File: src/hdl/cwq_pkg.sv
/*
 * cwq_pkg: constants and carrier types for the control-word and
 * queue event flag block.
 * Assumes the block decodes the low twelve address bits of its window.
 */
package cwq_pkg;

    localparam int NUM_BUNDLES = 64;
    localparam int HALF_BUNDLES = 32;
    localparam int BUNDLE_W = 6;
    localparam int CW_FIELD_W = 6;
    localparam int QEV_W = 10;
    localparam int DEC_W = 12;

    // register byte offsets
    localparam logic [DEC_W-1:0] ADDR_CHG_LOW = 12'h140;
    localparam logic [DEC_W-1:0] ADDR_BMASK_LOW = 12'h144;
    localparam logic [DEC_W-1:0] ADDR_CHG_HIGH = 12'h148;
    localparam logic [DEC_W-1:0] ADDR_BMASK_HIGH = 12'h14C;
    localparam logic [DEC_W-1:0] ADDR_FSEL = 12'h180;
    localparam logic [DEC_W-1:0] ADDR_QFLAGS = 12'h1C0;
    localparam logic [DEC_W-1:0] ADDR_QMASK = 12'h1C4;

    // control-word field positions, shared by the field-select mask
    localparam int CWF_L = 5;
    localparam int CWF_R = 4;
    localparam int CWF_M_HI = 3;
    localparam int CWF_M_LO = 2;
    localparam int CWF_FRG_HI = 1;
    localparam int CWF_FRG_LO = 0;

    // queue event bit positions
    localparam int QE_LINE_POOL = 9;
    localparam int QE_LINE_QUEUE = 8;
    localparam int QE_NET_OUT_QUEUE = 7;
    localparam int QE_NET_POOL = 6;
    localparam int QE_NET_QUEUE = 5;
    localparam int QE_RSVD_HI = 4;
    localparam int QE_RSVD_LO = 3;
    localparam int QE_LINE_OUT_QUEUE = 2;
    localparam int QE_TX_RET = 1;
    localparam int QE_RX_RET = 0;
    localparam logic [QEV_W-1:0] QE_IMPL = 10'h3E7;

    // reset values
    localparam logic [31:0] CHG_RST = 32'hFFFF_FFFF;
    localparam logic [31:0] BMASK_RST = 32'hFFFF_FFFF;
    localparam logic [CW_FIELD_W-1:0] FSEL_RST = 6'h3F;
    localparam logic [CW_FIELD_W-1:0] SEEN_RST = 6'h3F;
    localparam logic [QEV_W-1:0] QFLAG_RST = 10'h000;
    localparam logic [QEV_W-1:0] QMASK_RST = 10'h3FF;

    localparam logic [1:0] HTRANS_NONSEQ = 2'b10;
    localparam logic HRESP_OKAY = 1'b0;

    // fields: [5] L, [4] R, [3:2] M, [1:0] FRG
    typedef struct packed {
        logic valid;
        logic [BUNDLE_W-1:0] bundle;
        logic [CW_FIELD_W-1:0] fields;
    } cwq_cw_upd_t;

    // threshold comparator levels from the queue manager
    typedef struct packed {
        logic lineToHostPoolLow;
        logic lineToHostQueueHigh;
        logic hostToNetQueueLow;
        logic netToHostPoolLow;
        logic netToHostQueueHigh;
        logic hostToLineQueueHigh;
        logic txReturnQueueHigh;
        logic rxReturnQueueHigh;
    } cwq_q_lvl_t;

endpackage

File: src/hdl/cwq_event_flags.sv
/*
 * cwq_event_flags: per-bundle control-word change flags and host queue
 * threshold flags with masks, one interrupt request, AHB-Lite registers.
 * Assumes control-word updates and queue levels arrive on the packet
 * clock, and one AHB-Lite master with this block as the only slave.
 */
// Design decision made here: the AHB-Lite register port.
`timescale 1ns/100ps
module cwq_event_flags
    import cwq_pkg::*;
(
    // clock and reset
    input wire logic clock,
    input wire logic sys_rst,
    // AHB-Lite slave
    input wire logic hsel,
    input wire logic [31:0] haddr,
    input wire logic [1:0] htrans,
    input wire logic hwrite,
    input wire logic [2:0] hsize,
    input wire logic hready,
    input wire logic [31:0] hwdata,
    output logic hreadyout,
    output logic [31:0] hrdata,
    output logic hresp,
    // received control words and queue threshold levels
    input wire cwq_cw_upd_t cwUpd,
    input wire cwq_q_lvl_t qLevel,
    // interrupt request
    output logic irq
);

    logic addrPhase;
    logic dpWrite_r;
    logic dpRead_r;
    logic rdDone_r;
    logic [DEC_W-1:0] dpAddr_r;
    logic [31:0] hrdata_r;
    logic [31:0] rdMux;
    logic wrEn;

    logic [31:0] bMaskLow_r;
    logic [31:0] bMaskHigh_r;
    logic [CW_FIELD_W-1:0] fSel_r;
    logic [QEV_W-1:0] qMask_r;

    logic [CW_FIELD_W-1:0] cwPrev_r [NUM_BUNDLES];
    logic [CW_FIELD_W-1:0] cwSeen_r [NUM_BUNDLES];
    logic [CW_FIELD_W-1:0] cwDiff;
    logic cwChange;
    logic [NUM_BUNDLES-1:0] cwSet;
    logic [NUM_BUNDLES-1:0] cwClr;
    logic [31:0] clrLow;
    logic [31:0] clrHigh;
    logic [31:0] chgLow;
    logic [31:0] chgHigh;
    logic [NUM_BUNDLES-1:0] cwPend;

    cwq_q_lvl_t qPrev_r;
    cwq_q_lvl_t qRise;
    logic [QEV_W-1:0] qSet;
    logic [QEV_W-1:0] qClr;
    logic [QEV_W-1:0] qFlags;
    logic [QEV_W-1:0] qPend;
    logic irq_r;

    // bus slave: writes take no wait state, reads take one so that
    // read data is registered and sees a write just before it
    assign addrPhase = hsel && (htrans == HTRANS_NONSEQ) && hready;
    assign hreadyout = !(dpRead_r && !rdDone_r);
    assign hresp = HRESP_OKAY;
    assign hrdata = hrdata_r;
    assign wrEn = dpWrite_r;

    always_ff @(posedge clock or posedge sys_rst) begin
        if (sys_rst) begin
            dpWrite_r <= 1'b0;
            dpRead_r <= 1'b0;
            dpAddr_r <= '0;
        end else if (addrPhase) begin
            dpWrite_r <= hwrite;
            dpRead_r <= !hwrite;
            dpAddr_r <= haddr[DEC_W-1:0];
        end else if (hready) begin
            dpWrite_r <= 1'b0;
            dpRead_r <= 1'b0;
        end
    end

    always_ff @(posedge clock or posedge sys_rst) begin
        if (sys_rst) begin
            rdDone_r <= 1'b0;
            hrdata_r <= '0;
        end else begin
            rdDone_r <= dpRead_r && !rdDone_r;
            if (dpRead_r && !rdDone_r) begin
                hrdata_r <= rdMux;
            end
        end
    end

    // unmapped offsets and reserved bits read as zero, except reserved queue mask bits, which read back as written
    always_comb begin
        rdMux = '0;
        case (dpAddr_r)
            ADDR_CHG_LOW: rdMux = chgLow;
            ADDR_BMASK_LOW: rdMux = bMaskLow_r;
            ADDR_CHG_HIGH: rdMux = chgHigh;
            ADDR_BMASK_HIGH: rdMux = bMaskHigh_r;
            ADDR_FSEL: rdMux[CW_FIELD_W-1:0] = fSel_r;
            ADDR_QFLAGS: rdMux[QEV_W-1:0] = qFlags & QE_IMPL;
            ADDR_QMASK: rdMux[QEV_W-1:0] = qMask_r;
            default: rdMux = '0;
        endcase
    end

    // mask registers; reserved queue mask bits are kept as written
    always_ff @(posedge clock or posedge sys_rst) begin
        if (sys_rst) begin
            bMaskLow_r <= BMASK_RST;
            bMaskHigh_r <= BMASK_RST;
            fSel_r <= FSEL_RST;
            qMask_r <= QMASK_RST;
        end else if (wrEn) begin
            if (dpAddr_r == ADDR_BMASK_LOW) begin
                bMaskLow_r <= hwdata;
            end
            if (dpAddr_r == ADDR_BMASK_HIGH) begin
                bMaskHigh_r <= hwdata;
            end
            if (dpAddr_r == ADDR_FSEL) begin
                fSel_r <= hwdata[CW_FIELD_W-1:0];
            end
            if (dpAddr_r == ADDR_QMASK) begin
                qMask_r <= hwdata[QEV_W-1:0];
            end
        end
    end

    // flag registers clear by writing ones
    assign clrLow = (wrEn && dpAddr_r == ADDR_CHG_LOW) ? hwdata : '0;
    assign clrHigh = (wrEn && dpAddr_r == ADDR_CHG_HIGH) ? hwdata : '0;
    assign qClr = (wrEn && dpAddr_r == ADDR_QFLAGS) ? hwdata[QEV_W-1:0] : '0;
    assign cwClr = {clrHigh, clrLow};

    // control-word change detection against the last word per bundle
    assign cwDiff = cwUpd.fields ^ cwPrev_r[cwUpd.bundle];
    assign cwChange = cwUpd.valid && (cwDiff != '0);
    assign cwSet = cwChange ? (NUM_BUNDLES'(1) << cwUpd.bundle) : '0;

    always_ff @(posedge clock or posedge sys_rst) begin
        if (sys_rst) begin
            for (int b = 0; b < NUM_BUNDLES; b++) begin
                cwPrev_r[b] <= '0;
            end
        end else if (cwUpd.valid) begin
            cwPrev_r[cwUpd.bundle] <= cwUpd.fields;
        end
    end

    // which fields changed since the flag was last cleared, so the
    // shared field-select mask can be applied at interrupt time
    always_ff @(posedge clock or posedge sys_rst) begin
        if (sys_rst) begin
            for (int b = 0; b < NUM_BUNDLES; b++) begin
                cwSeen_r[b] <= SEEN_RST;
            end
        end else begin
            for (int b = 0; b < NUM_BUNDLES; b++) begin
                if (cwSet[b]) begin
                    cwSeen_r[b] <= cwClr[b] ? cwDiff : (cwSeen_r[b] | cwDiff);
                end else if (cwClr[b]) begin
                    cwSeen_r[b] <= '0;
                end
            end
        end
    end

    cwq_sticky_flags #(
        .W(HALF_BUNDLES),
        .RST(CHG_RST)
    ) u_chg_low (
        .clock(clock),
        .sys_rst(sys_rst),
        .setVec(cwSet[HALF_BUNDLES-1:0]),
        .clrVec(clrLow),
        .flags(chgLow)
    );

    cwq_sticky_flags #(
        .W(HALF_BUNDLES),
        .RST(CHG_RST)
    ) u_chg_high (
        .clock(clock),
        .sys_rst(sys_rst),
        .setVec(cwSet[NUM_BUNDLES-1:HALF_BUNDLES]),
        .clrVec(clrHigh),
        .flags(chgHigh)
    );

    // queue events fire on the crossing, not the level, so a cleared
    // flag stays clear while the level sits past its threshold
    always_ff @(posedge clock or posedge sys_rst) begin
        if (sys_rst) begin
            qPrev_r <= '0;
        end else begin
            qPrev_r <= qLevel;
        end
    end

    assign qRise = qLevel & ~qPrev_r;

    always_comb begin
        qSet = '0;
        qSet[QE_LINE_POOL] = qRise.lineToHostPoolLow;
        qSet[QE_LINE_QUEUE] = qRise.lineToHostQueueHigh;
        qSet[QE_NET_OUT_QUEUE] = qRise.hostToNetQueueLow;
        qSet[QE_NET_POOL] = qRise.netToHostPoolLow;
        qSet[QE_NET_QUEUE] = qRise.netToHostQueueHigh;
        qSet[QE_LINE_OUT_QUEUE] = qRise.hostToLineQueueHigh;
        qSet[QE_TX_RET] = qRise.txReturnQueueHigh;
        qSet[QE_RX_RET] = qRise.rxReturnQueueHigh;
    end

    cwq_sticky_flags #(
        .W(QEV_W),
        .RST(QFLAG_RST)
    ) u_qflags (
        .clock(clock),
        .sys_rst(sys_rst),
        .setVec(qSet),
        .clrVec(qClr),
        .flags(qFlags)
    );

    // interrupt pending terms
    always_comb begin
        for (int b = 0; b < NUM_BUNDLES; b++) begin
            cwPend[b] = (|(cwSeen_r[b] & ~fSel_r));
        end
        cwPend = cwPend & {chgHigh & ~bMaskHigh_r, chgLow & ~bMaskLow_r};
    end

    assign qPend = qFlags & ~qMask_r & QE_IMPL;

    always_ff @(posedge clock or posedge sys_rst) begin
        if (sys_rst) begin
            irq_r <= 1'b0;
        end else begin
            irq_r <= (|cwPend) || (|qPend);
        end
    end

    assign irq = irq_r;

    logic [4:0] cwIdx;
    logic cwHi;
    logic [CW_FIELD_W-1:0] cwPrevSel;
    assign cwIdx = cwUpd.bundle[4:0];
    assign cwHi = cwUpd.bundle[5];
    assign cwPrevSel = cwPrev_r[cwUpd.bundle];
endmodule // cwq_event_flags

File: src/hdl/cwq_sticky_flags.sv
/*
 * cwq_sticky_flags: bank of sticky event flags, write-one-to-clear.
 * Assumes set and clear vectors come from logic on the same clock.
 */
`timescale 1ns/100ps
module cwq_sticky_flags #(
    parameter int W = 32,
    parameter logic [W-1:0] RST = '0
) (
    // clock and reset
    input wire logic clock,
    input wire logic sys_rst,
    // events and software clears
    input wire logic [W-1:0] setVec,
    input wire logic [W-1:0] clrVec,
    // flag state
    output logic [W-1:0] flags
);

    logic [W-1:0] flags_r;

    // set beats clear so an event in the clearing cycle survives
    always_ff @(posedge clock or posedge sys_rst) begin
        if (sys_rst) begin
            flags_r <= RST;
        end else begin
            flags_r <= (flags_r & ~clrVec) | setVec;
        end
    end

    assign flags = flags_r;

endmodule // cwq_sticky_flags

File: config.mk
export PLATFORM = sky130hd
export DESIGN_NAME = cwq_event_flags
export DESIGN_NICKNAME = d
export VERILOG_FILES = /design/src/hdl/cwq_pkg.sv /design/src/hdl/cwq_event_flags.sv /design/src/hdl/cwq_sticky_flags.sv
export SDC_FILE = /design/constraint.sdc
export NUM_CORES = 2
export LEC_CHECK = 0
export BUFFER_PORTS_ARGS = -buffer_cell sky130_fd_sc_hd__buf_2
export CAP_MARGIN = 20
export CELL_PAD_IN_SITES_DETAIL_PLACEMENT = 0
export CELL_PAD_IN_SITES_GLOBAL_PLACEMENT = 1
export CORE_AREA = 3 3 316 318
export DETAILED_ROUTE_END_ITERATION = 10
export DIE_AREA = 0 0 319 321
export PLACE_DENSITY_LB_ADDON = 0.1
export SKIP_LAST_GASP = 1
export SYNTH_ARGS = -nofsm -noshare
export SYNTH_HDL_FRONTEND = slang
export SYNTH_SLANG_ARGS = --single-unit
File: constraint.sdc
create_clock -name clock -period 32.8 [get_ports clock]
set_clock_uncertainty 0.05 [all_clocks]
set_input_delay 6.56 -clock clock [delete_from_list [all_inputs] [get_ports clock]]
set_output_delay 6.56 -clock clock [all_outputs]
set_load 0.01 [all_outputs]
==> flow_metrics.env <==
export IMPL_outcome="finished, final reports clean"
export IMPL_ys_seq_area_share_pct=57.6
export IMPL_die_area_um2=102000
export IMPL_grt_pass1_vias=33200
export IMPL_hold_violations=0
export IMPL_viasPerCell=6.21
export IMPL_yosysWarnings=0
export IMPL_syn_inst=3805
export IMPL_die_y_um=321
export IMPL_tightest_slew_ns=1.24
export IMPL_peakVddDrop_mv=0.0465
export IMPL_end_kind="flip-flop"
export IMPL_p_leak_uw=0.0208
export IMPL_ios=130
export IMPL_gr_total_overflow=0
export IMPL_synth_area_leaders="dfstp_2 (32%), dfrtp_1 (26%), nand2_1 (8.8%), mux2_2 (6.8%), mux4_2 (4.9%)"
export IMPL_post_cts_buffers=0
export IMPL_place_inst=4992
export IMPL_min_period_ns=12.05
export IMPL_finalCritPeriodShare_pct=36.7
export IMPL_r2r_setup_slack_ns=27.45
export IMPL_syn_avg_cell_area_um2=11.4
export IMPL_critPathMaxFanout=65
export IMPL_worstPathArrival_ns=12.58
export IMPL_port_buffers=105
export IMPL_synthesis_area_um2=43500
export IMPL_cp_start_kind="input pin"
export IMPL_grt_max_degree=160
export IMPL_firstDrtPassIters=6
export IMPL_std_cell_rows=114
export IMPL_fin_nets=3923
export IMPL_finalSetupViolCount=0
export IMPL_hpwl_mm=96.4
export IMPL_synth_fp_nets=3900
export IMPL_grt_pass1_wl_mm=226
export IMPL_synthFlopType="dfstp_2"
export IMPL_min_delay_path_class="reg2reg"
export IMPL_ys_types=67
export IMPL_wire_per_inst_um=29.2
export IMPL_ant_nets=0
export IMPL_vias=32300
export IMPL_clock_sinks=976
export IMPL_postCtsResizedCells=0
export IMPL_cts_tree="done"
export IMPL_h_tree_depth=3
export IMPL_p_per_area_nw_per_um2=66.2
export IMPL_antenna_found_initial=7
export IMPL_wirelength_mm=152
export IMPL_postCtsHoldBufs=0
export IMPL_mostFrequentLayoutCell="nand2_1"
export IMPL_required_ns=33.33
export IMPL_stdcell_count=5198
export IMPL_layout_common_cells="nand2_1 (1,019), dfstp_2 (528), dfrtp_1 (447)"
export IMPL_fin_ws_ns=20.75
export IMPL_insertion_delay_ns=0.70
export IMPL_synth_seq_cells=976
export IMPL_fmax_ghz=0.0830
export IMPL_coreArea_um2=96900
export IMPL_initial_core_util_pct=44.9
export IMPL_drt_iter0_markers=2770
export IMPL_drive_gt1_share_pct=33.5
export IMPL_rsz0062_at_grt="false"
export IMPL_fin_tns_setup_ns=0
export IMPL_fp_dieW_um=319
export IMPL_yosys_area_top_type="dfstp_2"
export IMPL_root_buffer="clkbuf_16"
export IMPL_maxSlewHeadroom_pct=16.9
export IMPL_synth_enable_flop_cells=0
export IMPL_synth_top_area_share_pct=31.9
export IMPL_ys_async_sr_fraction_pct=100
export IMPL_clkTransAtPathRegs_ns=0.06
export IMPL_cts_buffers=108
export IMPL_gp_congestion=0.866
export IMPL_clockBufferDepth=3
export IMPL_critPathKind="in2reg"
export IMPL_drv_slew=0
export IMPL_groute_usage_overall_pct=29.7
export IMPL_pre_cts_slack_ns=20.07
export IMPL_area_growth_pct=12.5
export IMPL_drc=0
export IMPL_cap_viol_max_count=0
-- sequential cells by signal, summed over array words and instances, names as in the netlist --
| name | count |
|---|---|
| bMaskHigh_r | 32 |
| bMaskLow_r | 32 |
| cwPrev_r | 384 |
| cwSeen_r | 384 |
| dpAddr_r | 12 |
| dpRead_r | 1 |
| dpWrite_r | 1 |
| fSel_r | 6 |
| hrdata | 32 |
| irq | 1 |
| qMask_r | 10 |
| qPrev_r | 8 |
| rdDone_r | 1 |
| u_chg_high.flags | 32 |
| u_chg_low.flags | 32 |
| u_qflags.flags | 8 |
-- per-layer routing --
layer / vias to the layer above / track usage, % / share of wire, %
met2: 1261 / 48.3 / 47
li1: 13800 / - / -
met5: - / 0 / 0.022
met1: 17000 / 39.2 / 42
met3: 277 / 5.96 / 7.3
met4: 4 / 11.9 / 4.0
-- worst max-delay path, stage by stage --
cell      delay, ns
buf_6          0.56
buf_4          0.70
mux4_2         0.64
nand2_1        0.10
a21oi_1        0.07
o41ai_1        0.37
a21boi_0       0.55
xor2_4         0.19
buf_4          0.89
nor4b_4        0.36
buf_4          0.55
buf_4          0.73
o21ai_1        0.14
-- stage by stage --
stage	hold slack, ns	power, uW	util [%]	cell area, um2
after floorplan	0.350	1830	-	43500
after global placement	0.367	1990	46.7	45300
after detailed placement	0.369	2010	46.8	45300
after CTS	0.377	3260	50.5	48900
after global routing	0.390	3380	50.6	49000
final	0.374	3240	50.6	49000
-- synth_stat cells (8+ instances only) --
| library cell | number |
|---|---|
| nand2_1 | 1019 |
| dfstp_2 | 528 |
| dfrtp_1 | 448 |
| mux2_2 | 263 |
| a22oi_1 | 219 |
| clkbuf_1 | 215 |
| o21ai_0 | 185 |
| o2bb2ai_1 | 128 |
| mux4_2 | 94 |
| a22o_1 | 90 |
| inv_1 | 87 |
| a311oi_1 | 60 |
| nor2_1 | 55 |
| o22ai_1 | 38 |
| o2bb2ai_2 | 32 |
| a21oi_1 | 30 |
| a221oi_1 | 29 |
| a32o_1 | 29 |
| mux2i_1 | 24 |
| buf_2 | 21 |
| o21ai_1 | 21 |
| buf_1 | 18 |
| nor4_1 | 18 |
| nand3_1 | 16 |
| nor3_1 | 12 |
| buf_6 | 10 |
| nand2b_1 | 8 |
-- cell type report --
type | count | area [um2]
fill | 8545 | 47900
sequential | 976 | 25100
multi-input combinational | 2467 | 17100
clock buffer | 166 | 3230
tap | 1276 | 1600
timing repair buffer | 181 | 1130
clock inverter | 35 | 432
inverter | 94 | 357
antenna | 3 | 7.51
-- final timing paths --
check,start,endpoint,depth (start not counted)
setup / recovery,cwUpd[6],u_chg_low.flags[10]$_DFF_PP1_,13
hold / removal,qPrev_r[4]$_DFF_PP0_,u_qflags.flags[6]$_DFF_PP0_,1
setup reg to reg,cwPrev_r[337]$_DFFE_PP0P_,u_chg_low.flags[10]$_DFF_PP1_,11
hold reg to reg,qPrev_r[4]$_DFF_PP0_,u_qflags.flags[6]$_DFF_PP0_,1
max in group asynchronous,sys_rst,cwPrev_r[280]$_DFFE_PP0P_,7
min in group asynchronous,sys_rst,qPrev_r[1]$_DFF_PP0_,3
-- power breakdown --
| part | switching [uW] | internal [uW] |
|---|---|---|
| registers | 103 | 1440 |
| logic | 265 | 186 |
| clock network | 496 | 752 |
-- kinds of logic (layout without fill, tap and decap cells) --
logic type      Yosys count  in the layout  share of synthesized area [%]
mux                     381            381                           12.2
buf+inv                 362            476                           3.41
other cells               1              4                        0.00862
xor+xnor                  6              6                          0.121
flops                   976            976                           57.6
simple gates           1178           1178                           10.8
compound gates          901            901                           15.8
(Power assumes the default switching activity.)
